==> src/verilog/charge_seq_pkg.sv <==
package charge_seq_pkg;

	// ---------------------------------------------------------------
	// Clock and time base
	// ---------------------------------------------------------------
	localparam int SYS_CLK_HZ   = 200_000_000;
	localparam int TICK_MS      = 500;
	localparam int TICK_CYCLES  = SYS_CLK_HZ / 1000 * TICK_MS;
	localparam int TICKS_PER_S  = 1000 / TICK_MS;

	// ---------------------------------------------------------------
	// Stage durations, in their own units, then in half-second ticks
	// ---------------------------------------------------------------
	localparam int SOFT_START_S      = 120;
	localparam int TOP_CHARGE_MIN    = 120;
	localparam int FAST_LIMIT_MIN    = 144;
	localparam int COLD_SAMPLE_S     = 1;
	localparam int SOFT_START_TICKS  = SOFT_START_S * TICKS_PER_S;
	localparam int TOP_CHARGE_TICKS  = TOP_CHARGE_MIN * 60 * TICKS_PER_S;
	localparam int FAST_LIMIT_TICKS  = FAST_LIMIT_MIN * 60 * TICKS_PER_S;
	localparam int COLD_SAMPLE_TICKS = COLD_SAMPLE_S * TICKS_PER_S;
	localparam int CNT_W             = 15;

	// ---------------------------------------------------------------
	// Current command levels, units of C/80
	// ---------------------------------------------------------------
	localparam int                 LEVEL_W     = 8;
	localparam logic [LEVEL_W-1:0] LEVEL_OFF   = 8'h00;
	localparam logic [LEVEL_W-1:0] LEVEL_FAST  = 8'h28;
	localparam logic [LEVEL_W-1:0] LEVEL_TOP   = 8'h08;
	localparam logic [LEVEL_W-1:0] LEVEL_MAINT = 8'h02;
	localparam int RAMP_STEP_TICKS = SOFT_START_TICKS / 40;

	// ---------------------------------------------------------------
	// Pulse pattern: forward, rest, reverse, rest
	// ---------------------------------------------------------------
	localparam int PULSE_W            = 10;
	localparam int PULSE_PERIOD_CYCLES = 1000;
	localparam int FWD_END_CYCLES     = 900;
	localparam int REV_START_CYCLES   = 920;
	localparam int REV_END_CYCLES     = 980;

	// ---------------------------------------------------------------
	// Sensor flag positions
	// ---------------------------------------------------------------
	localparam int FLAG_W       = 5;
	localparam int FLAG_PRESENT = 0;
	localparam int FLAG_HOT     = 1;
	localparam int FLAG_COLD    = 2;
	localparam int FLAG_SLOPE   = 3;
	localparam int FLAG_SHORT   = 4;

	// ---------------------------------------------------------------
	// Bay sequencer states
	// ---------------------------------------------------------------
	typedef enum logic [8:0] {
		ST_POLL       = 9'h001,
		ST_SOFT       = 9'h002,
		ST_FAST       = 9'h004,
		ST_TOP        = 9'h008,
		ST_MAINT      = 9'h010,
		ST_COLD_TOP   = 9'h020,
		ST_COLD_MAINT = 9'h040,
		ST_HOT        = 9'h080,
		ST_SHORT      = 9'h100
	} bay_state_t;

endpackage

==> src/verilog/battery_charge_sequencer.sv <==
`timescale 1ns/1ps
`default_nettype none

module battery_charge_sequencer
	import charge_seq_pkg::*;
#(
	parameter int NUM_BAYS    = 3,
	parameter int TICK_CYC    = charge_seq_pkg::TICK_CYCLES,
	parameter int SOFT_TICKS  = charge_seq_pkg::SOFT_START_TICKS,
	parameter int TOP_TICKS   = charge_seq_pkg::TOP_CHARGE_TICKS,
	parameter int FAST_TICKS  = charge_seq_pkg::FAST_LIMIT_TICKS,
	parameter int COLD_TICKS  = charge_seq_pkg::COLD_SAMPLE_TICKS,
	parameter int RAMP_TICKS  = charge_seq_pkg::RAMP_STEP_TICKS
) (
	input  wire logic                                      core_clk,
	input  wire logic                                      reset,
	input  wire logic                                      reset_button,
	input  wire logic [NUM_BAYS-1:0]                       bat_present,
	input  wire logic [NUM_BAYS-1:0]                       bat_hot,
	input  wire logic [NUM_BAYS-1:0]                       bat_cold,
	input  wire logic [NUM_BAYS-1:0]                       bat_neg_slope,
	input  wire logic [NUM_BAYS-1:0]                       bay_short,
	output wire logic [NUM_BAYS-1:0]                       red_led,
	output wire logic [NUM_BAYS-1:0]                       green_led,
	output wire logic [NUM_BAYS-1:0]                       yellow_led,
	output wire logic [NUM_BAYS-1:0]                       charge_en,
	output wire logic [NUM_BAYS-1:0]                       fwd_pulse,
	output wire logic [NUM_BAYS-1:0]                       rev_pulse,
	output wire logic [NUM_BAYS-1:0][charge_seq_pkg::LEVEL_W-1:0] current_level
);
	import charge_seq_pkg::*;

	localparam int TICK_W = $clog2(TICK_CYC + 1);

	// ---------------------------------------------------------------
	// Shared time base, blink phase, pulse pattern, button sync
	// ---------------------------------------------------------------
	logic [TICK_W-1:0]  tick_cnt_reg, tick_cnt_next;
	logic               tick_reg, tick_next;
	logic               blink_reg, blink_next;
	logic [PULSE_W-1:0] pulse_cnt_reg, pulse_cnt_next;
	logic               btn_s1_reg, btn_s2_reg;

	always_comb begin
		tick_cnt_next  = tick_cnt_reg + TICK_W'(1);
		tick_next      = 1'b0;
		blink_next     = blink_reg;
		pulse_cnt_next = pulse_cnt_reg + PULSE_W'(1);
		if (tick_cnt_reg == TICK_W'(TICK_CYC - 1)) begin
			tick_cnt_next = '0;
			tick_next     = 1'b1;
		end
		if (tick_reg) begin
			blink_next = ~blink_reg;
		end
		if (pulse_cnt_reg == PULSE_W'(PULSE_PERIOD_CYCLES - 1)) begin
			pulse_cnt_next = '0;
		end
	end

	always_ff @(posedge core_clk) begin
		if (reset) begin
			tick_cnt_reg  <= '0;
			tick_reg      <= 1'b0;
			blink_reg     <= 1'b0;
			pulse_cnt_reg <= '0;
			btn_s1_reg    <= 1'b0;
			btn_s2_reg    <= 1'b0;
		end else begin
			tick_cnt_reg  <= tick_cnt_next;
			tick_reg      <= tick_next;
			blink_reg     <= blink_next;
			pulse_cnt_reg <= pulse_cnt_next;
			btn_s1_reg    <= reset_button;
			btn_s2_reg    <= btn_s1_reg;
		end
	end

	// ---------------------------------------------------------------
	// One sequencer per bay
	// ---------------------------------------------------------------
	for (genvar b = 0; b < NUM_BAYS; b++) begin : g_bay
		logic [FLAG_W-1:0]  flag_s1_reg, flag_s2_reg;
		bay_state_t         state_reg, state_next;
		logic [CNT_W-1:0]   stage_cnt_reg, stage_cnt_next;
		logic [CNT_W-1:0]   fast_cnt_reg, fast_cnt_next;
		logic [CNT_W-1:0]   sub_cnt_reg, sub_cnt_next;
		logic [LEVEL_W-1:0] ramp_reg, ramp_next;
		logic               red_reg, red_next;
		logic               green_reg, green_next;
		logic               yellow_reg, yellow_next;
		logic               en_reg, en_next;
		logic               fwd_reg, fwd_next;
		logic               rev_reg, rev_next;
		logic [LEVEL_W-1:0] level_reg, level_next;
		logic               present, hot, cold, slope, shorted, charging;

		assign present = flag_s2_reg[FLAG_PRESENT];
		assign hot     = flag_s2_reg[FLAG_HOT];
		assign cold    = flag_s2_reg[FLAG_COLD];
		assign slope   = flag_s2_reg[FLAG_SLOPE];
		assign shorted = flag_s2_reg[FLAG_SHORT];
		assign charging = (state_reg != ST_POLL) && (state_reg != ST_HOT)
			&& (state_reg != ST_SHORT);

		always_comb begin
			state_next     = state_reg;
			stage_cnt_next = stage_cnt_reg;
			fast_cnt_next  = fast_cnt_reg;
			sub_cnt_next   = sub_cnt_reg;
			ramp_next      = ramp_reg;
			if (tick_reg) begin
				stage_cnt_next = stage_cnt_reg + CNT_W'(1);
				sub_cnt_next   = sub_cnt_reg + CNT_W'(1);
			end
			unique case (state_reg)
				ST_POLL: begin
					fast_cnt_next = '0;
					if (present) begin
						state_next     = ST_SOFT;
						stage_cnt_next = '0;
						sub_cnt_next   = '0;
						ramp_next      = LEVEL_OFF;
					end
				end
				ST_SOFT: begin
					if (tick_reg && sub_cnt_reg == CNT_W'(RAMP_TICKS - 1)) begin
						sub_cnt_next = '0;
						if (ramp_reg < LEVEL_FAST) begin
							ramp_next = ramp_reg + LEVEL_W'(1);
						end
					end
					if (tick_reg && stage_cnt_reg == CNT_W'(SOFT_TICKS - 1)) begin
						stage_cnt_next = '0;
						sub_cnt_next   = '0;
						state_next     = cold ? ST_COLD_TOP : ST_FAST;
					end
				end
				ST_FAST: begin
					if (tick_reg) begin
						fast_cnt_next = fast_cnt_reg + CNT_W'(1);
					end
					// Slope or timer; over-temperature is caught below
					if (slope || (tick_reg && fast_cnt_reg == CNT_W'(FAST_TICKS - 1))) begin
						state_next     = ST_TOP;
						stage_cnt_next = '0;
					end
				end
				ST_TOP: begin
					if (tick_reg && stage_cnt_reg == CNT_W'(TOP_TICKS - 1)) begin
						state_next = ST_MAINT;
					end
				end
				ST_MAINT: begin
					state_next = ST_MAINT;
				end
				ST_COLD_TOP, ST_COLD_MAINT: begin
					if (tick_reg && sub_cnt_reg == CNT_W'(COLD_TICKS - 1)) begin
						sub_cnt_next = '0;
						if (!cold) begin
							state_next = ST_FAST;
						end
					end
					if (state_reg == ST_COLD_TOP && state_next == ST_COLD_TOP
						&& tick_reg && stage_cnt_reg == CNT_W'(TOP_TICKS - 1)) begin
						state_next = cold ? ST_COLD_MAINT : ST_FAST;
					end
				end
				ST_HOT: begin
					state_next = ST_HOT;
				end
				ST_SHORT: begin
					if (!shorted) begin
						state_next = ST_POLL;
					end
				end
			endcase
			// Overrides, highest first
			if (btn_s2_reg) begin
				state_next    = ST_POLL;
				fast_cnt_next = '0;
			end else if (!present && state_reg != ST_HOT) begin
				state_next    = ST_POLL;
				fast_cnt_next = '0;
			end else if (hot && charging) begin
				state_next = ST_HOT;
			end else if (shorted && state_reg != ST_HOT) begin
				state_next = ST_SHORT;
			end
		end

		// Indicator and drive outputs follow the next state so they stay registered
		always_comb begin
			red_next    = 1'b0;
			green_next  = 1'b0;
			yellow_next = 1'b0;
			level_next  = LEVEL_OFF;
			unique case (state_next)
				ST_POLL: begin
					yellow_next = blink_next;
				end
				ST_SOFT: begin
					red_next   = 1'b1;
					level_next = ramp_next;
				end
				ST_FAST: begin
					red_next   = 1'b1;
					level_next = LEVEL_FAST;
				end
				ST_TOP: begin
					green_next = 1'b1;
					level_next = LEVEL_TOP;
				end
				ST_MAINT: begin
					green_next = 1'b1;
					level_next = LEVEL_MAINT;
				end
				ST_COLD_TOP: begin
					green_next  = 1'b1;
					yellow_next = 1'b1;
					level_next  = LEVEL_TOP;
				end
				ST_COLD_MAINT: begin
					green_next  = 1'b1;
					yellow_next = 1'b1;
					level_next  = LEVEL_MAINT;
				end
				ST_HOT: begin
					yellow_next = 1'b1;
				end
				ST_SHORT: begin
					green_next  = blink_next;
					yellow_next = 1'b1;
				end
			endcase
			en_next  = (level_next != LEVEL_OFF);
			// Reverse pulse kept short so net charge stays positive
			fwd_next = en_next && (pulse_cnt_next < PULSE_W'(FWD_END_CYCLES));
			rev_next = en_next && (pulse_cnt_next >= PULSE_W'(REV_START_CYCLES))
				&& (pulse_cnt_next < PULSE_W'(REV_END_CYCLES));
		end

		always_ff @(posedge core_clk) begin
			if (reset) begin
				flag_s1_reg   <= '0;
				flag_s2_reg   <= '0;
				state_reg     <= ST_POLL;
				stage_cnt_reg <= '0;
				fast_cnt_reg  <= '0;
				sub_cnt_reg   <= '0;
				ramp_reg      <= LEVEL_OFF;
				red_reg       <= 1'b0;
				green_reg     <= 1'b0;
				yellow_reg    <= 1'b0;
				en_reg        <= 1'b0;
				fwd_reg       <= 1'b0;
				rev_reg       <= 1'b0;
				level_reg     <= LEVEL_OFF;
			end else begin
				flag_s1_reg   <= {bay_short[b], bat_neg_slope[b], bat_cold[b],
					bat_hot[b], bat_present[b]};
				flag_s2_reg   <= flag_s1_reg;
				state_reg     <= state_next;
				stage_cnt_reg <= stage_cnt_next;
				fast_cnt_reg  <= fast_cnt_next;
				sub_cnt_reg   <= sub_cnt_next;
				ramp_reg      <= ramp_next;
				red_reg       <= red_next;
				green_reg     <= green_next;
				yellow_reg    <= yellow_next;
				en_reg        <= en_next;
				fwd_reg       <= fwd_next;
				rev_reg       <= rev_next;
				level_reg     <= level_next;
			end
		end

		assign red_led[b]       = red_reg;
		assign green_led[b]     = green_reg;
		assign yellow_led[b]    = yellow_reg;
		assign charge_en[b]     = en_reg;
		assign fwd_pulse[b]     = fwd_reg;
		assign rev_pulse[b]     = rev_reg;
		assign current_level[b] = level_reg;
	end

endmodule

`default_nettype wire

==> config.mk <==
export PLATFORM = sky130hd
export DESIGN_NAME = battery_charge_sequencer
export DESIGN_NICKNAME = d
export VERILOG_FILES = /design/src/verilog/charge_seq_pkg.sv /design/src/verilog/battery_charge_sequencer.sv
export SDC_FILE = /design/constraint.sdc
export NUM_CORES = 1
export LEC_CHECK = 0
export BUFFER_PORTS_ARGS = -buffer_cell sky130_fd_sc_hd__buf_2
export CORE_AREA = 2 2 161 163
export DETAILED_ROUTE_END_ITERATION = 8
export DIE_AREA = 0 0 163 165
export PLACE_DENSITY_LB_ADDON = 0.12
export SETUP_SLACK_MARGIN = 0.5
export SLEW_MARGIN = 25
export SYNTH_ARGS = -nofsm -noshare
export SYNTH_HDL_FRONTEND = slang
export SYNTH_SLANG_ARGS = --single-unit
==> constraint.sdc <==
create_clock -name core_clk -period 3.5 [get_ports core_clk]
set_input_delay 0.525 -clock core_clk [delete_from_list [all_inputs] [get_ports core_clk]]
set_output_delay 0.525 -clock core_clk [all_outputs]
set_load 0.005 [all_outputs]
==> run metrics <==
status finished clean; count of input and output buffers 59; WHS Endpoint g_bay[0].flag_s1_reg[2]$_SDFF_PP0_; DRT Pass-1 Iters 5; CP Capture Type flip-flop; DRT antenna net count 0; FFs w/ async S/R, synth 0%; post-synthesis net count 1726; Initial Util 57.1%; Core ar. 25000 sq um; R2R setup slack 0.69 ns; Mean Syn Cell Area 8.47 sq um; Die Ht 165 um; Via density 5.81; hold_sp bat_cold[0]; largest family of logic cells by synthesized area simple AND/OR/NAND/NOR gates; maxcap violations 0; CP Class reg2reg; synthesized cell area 14300 sq um; RSZ-0062 raised after global routing false; Post-synth top cells dfxtp_1 (299), nor2_1 (270), nand2_1 (120); share of cells above drive strength 1 11.8%; final period utilization 80.3%; Sum Neg Setup Slack 0 ns; num rows 58; top_reg_cell synth dfxtp_1; full die area 26900 sq um; Synth Warn # 0; hold crit path type in2reg; Final Critical Period 2.81 ns; hpwl dp 22900 um; Root Driver clkbuf_16; Critical Path Start Type flip-flop; Synth Instances 1690; Routed WL 32500 um; DR DRC count 0; Slew HR 40.3%; CTS tree built; Final Max Tran Viols 0; Fin Clk Skew 0.0129 ns; top-count cell post-synth dfxtp_1; Syn-to-layout area delta 10.8%; post-synthesis adder-cell area fraction 1.57%; share of the synthesized area in compound gates (AO/OA/AOI/OAI) 13.3%; Routed WL per cell 15.7 um; metal1 wirelength 15600 um; Yosys reg bits 299; setup violators final 0; worst slew pin tran 0.889 ns; buffer depth of the longest clock path 3; first-pass GRT wire length 53400 um; Max Fanout on Critical Path 10; proportion of synthesized area in mux cells 0.875%; reg-to-reg endpoint g_bay[2].rev_reg$_SDFF_PP0_; met3 routed WL 1380 um; XOR/XNOR Fraction of Synth Area 7.47%; Fin. Hold Viols 0; initial antenna violation count 0; cells on worst reg2reg path 8; Clock Latency Late Sink 0.56 ns; largest net degree at the start of global routing 60; largest area contributor in the netlist dfxtp_1; hold_ws 0.186 ns; Reg clk slew, reported paths 0.06 ns; ANT cells 0; grt ovf 0; layout filler cell count 2202; H-tree levels 1; Hold Buf Count CTS 0; Post-Synth Simple-Gate Area 30.9%; 1st-iter DRT viols 859; CP arrival 3.22 ns; # IOs 60; fmax 356 MHz; Hold Path Depth 2; Seq/Total Area, Yosys 41.8%; RePlAce Congestion 0.922; highest metal used met4; EDFF count, synth 0; metal2 WL 14400 um; vias in the first global route 10900; Die Wd 163 um; NumNets Final 1754; GRT Total Usage 23.8%; CTS sink cnt 299; origin of the critical flop-to-flop path g_bay[2].state_reg[4]$_SDFF_PP0_; maximum vdd drop 0.000348 V; pwr/cell area 440 nW/um^2; vias 12000; area share of the largest cell type after synthesis 41.8%; Lkg Pwr 0.00568 uW; Required @ worst endpoint 3.91 ns; largest cells by area after synthesis dfxtp_1 (42%), nor2_1 (7.1%), xor2_1 (4.5%); TritonCTS Buffers 31; Netlist cell types 95
## per-layer routing
layer  vias to the layer above  global-route usage (%)
li1                       6025                       -
met1                      5643                    33.7
met2                       301                    38.1
met3                        69                    2.71
met4                         0                    7.64
met5                         -                       0
## what timing repair did
| action | 4_1_cts | 5_1_grt |
|---|---|---|
| setup buffers | 0 | 8 |
| endpoints found under the setup margin | 0 | 19 |
| resized for setup | 0 | 6 |
## critical path, cell delays in order, from the launching register on
cell     delay [ns]
dfxtp_1        0.38
nor4_2         0.55
nand3_2        0.31
nor4_1         0.38
mux2i_1        0.35
and3b_1        0.21
a41o_1         0.17
and4_1         0.25
nor3_1         0.05
## metrics by stage
stage	cell area (sq um)	setup WS (ns)	total power, uW	instances	utilization [%]
5_1_grt	15800	0.439	7190	2072	63.3
4_1_cts	15700	0.539	7040	2064	62.9
3_5_place_dp	14700	0.576	3700	2007	58.7
6_report	15800	0.690	6970	2072	63.3
2_1_floorplan	14300	0.987	3640	1690	-
3_3_place_gp	14700	0.541	3700	2007	58.7
## layout make-up
| type | count | area [sq um] | area share [%] |
|---|---|---|---|
| timing repair buffer | 85 | 493 | 3.11 |
| clock buffer | 42 | 887 | 5.60 |
| tap | 330 | 413 | 2.61 |
| clock inverter | 15 | 166 | 1.05 |
| inverter | 32 | 120 | 0.758 |
| sequential | 299 | 5990 | 37.8 |
| multi-input combinational | 1269 | 7780 | 49.1 |
## cells by family (layout without fill, tap and decap cells)
kind of cell	count (synthesis)	count (layout)
muxes	12	12
adders and majority gates	18	18
buffers and inverters	122	174
and+or+nand+nor	841	841
xor gates and xnor gates	122	122
DFF	299	299
AOI/OAI and AO/OA	276	276
## power breakdown
part	switching (uW)	total, uW	internal [uW]	leakage, uW
sequential	23.8	3450	3430	0.00242
combinational	113	170	56.9	0.00276
clock	1350	3340	1990	0.000508
total	1490	6970	5480	0.00568
## cell usage in the layout, fill, tap and decap left out, drive strengths merged, types with 14 or more instances in the layout
cell type    n
or2         15
xnor2       49
nand3       82
a31oi       19
dfxtp      299
nor2       271
a211oi      14
nor3        51
xor2        73
inv         32
or3         20
and3        53
buf         85
o21ai       62
nand2      121
clkbuf      42
nor4        31
nand2b      15
nor4b       15
ha          18
nand3b      20
nor2b       40
a21oi       75
and2        19
nand4       42
## how the worst max path moves through the flow
stage,startpoint,to,slack (ns),cells after the start
after floorplan,g_bay[0].state_reg[5]$_SDFF_PP0_,g_bay[0].rev_reg$_SDFF_PP0_,0.99,10
after global placement,g_bay[1].stage_cnt_reg[9]$_SDFF_PP0_,g_bay[1].rev_reg$_SDFF_PP0_,0.54,8
after detailed placement,g_bay[1].stage_cnt_reg[8]$_SDFF_PP0_,g_bay[1].fwd_reg$_SDFF_PP0_,0.58,8
after CTS,g_bay[1].stage_cnt_reg[9]$_SDFF_PP0_,g_bay[1].fwd_reg$_SDFF_PP0_,0.54,8
after global routing,g_bay[1].stage_cnt_reg[0]$_SDFF_PP0_,g_bay[1].fwd_reg$_SDFF_PP0_,0.44,9
final,g_bay[2].state_reg[4]$_SDFF_PP0_,g_bay[2].rev_reg$_SDFF_PP0_,0.69,8
Power figures use the tool's default switching activity.
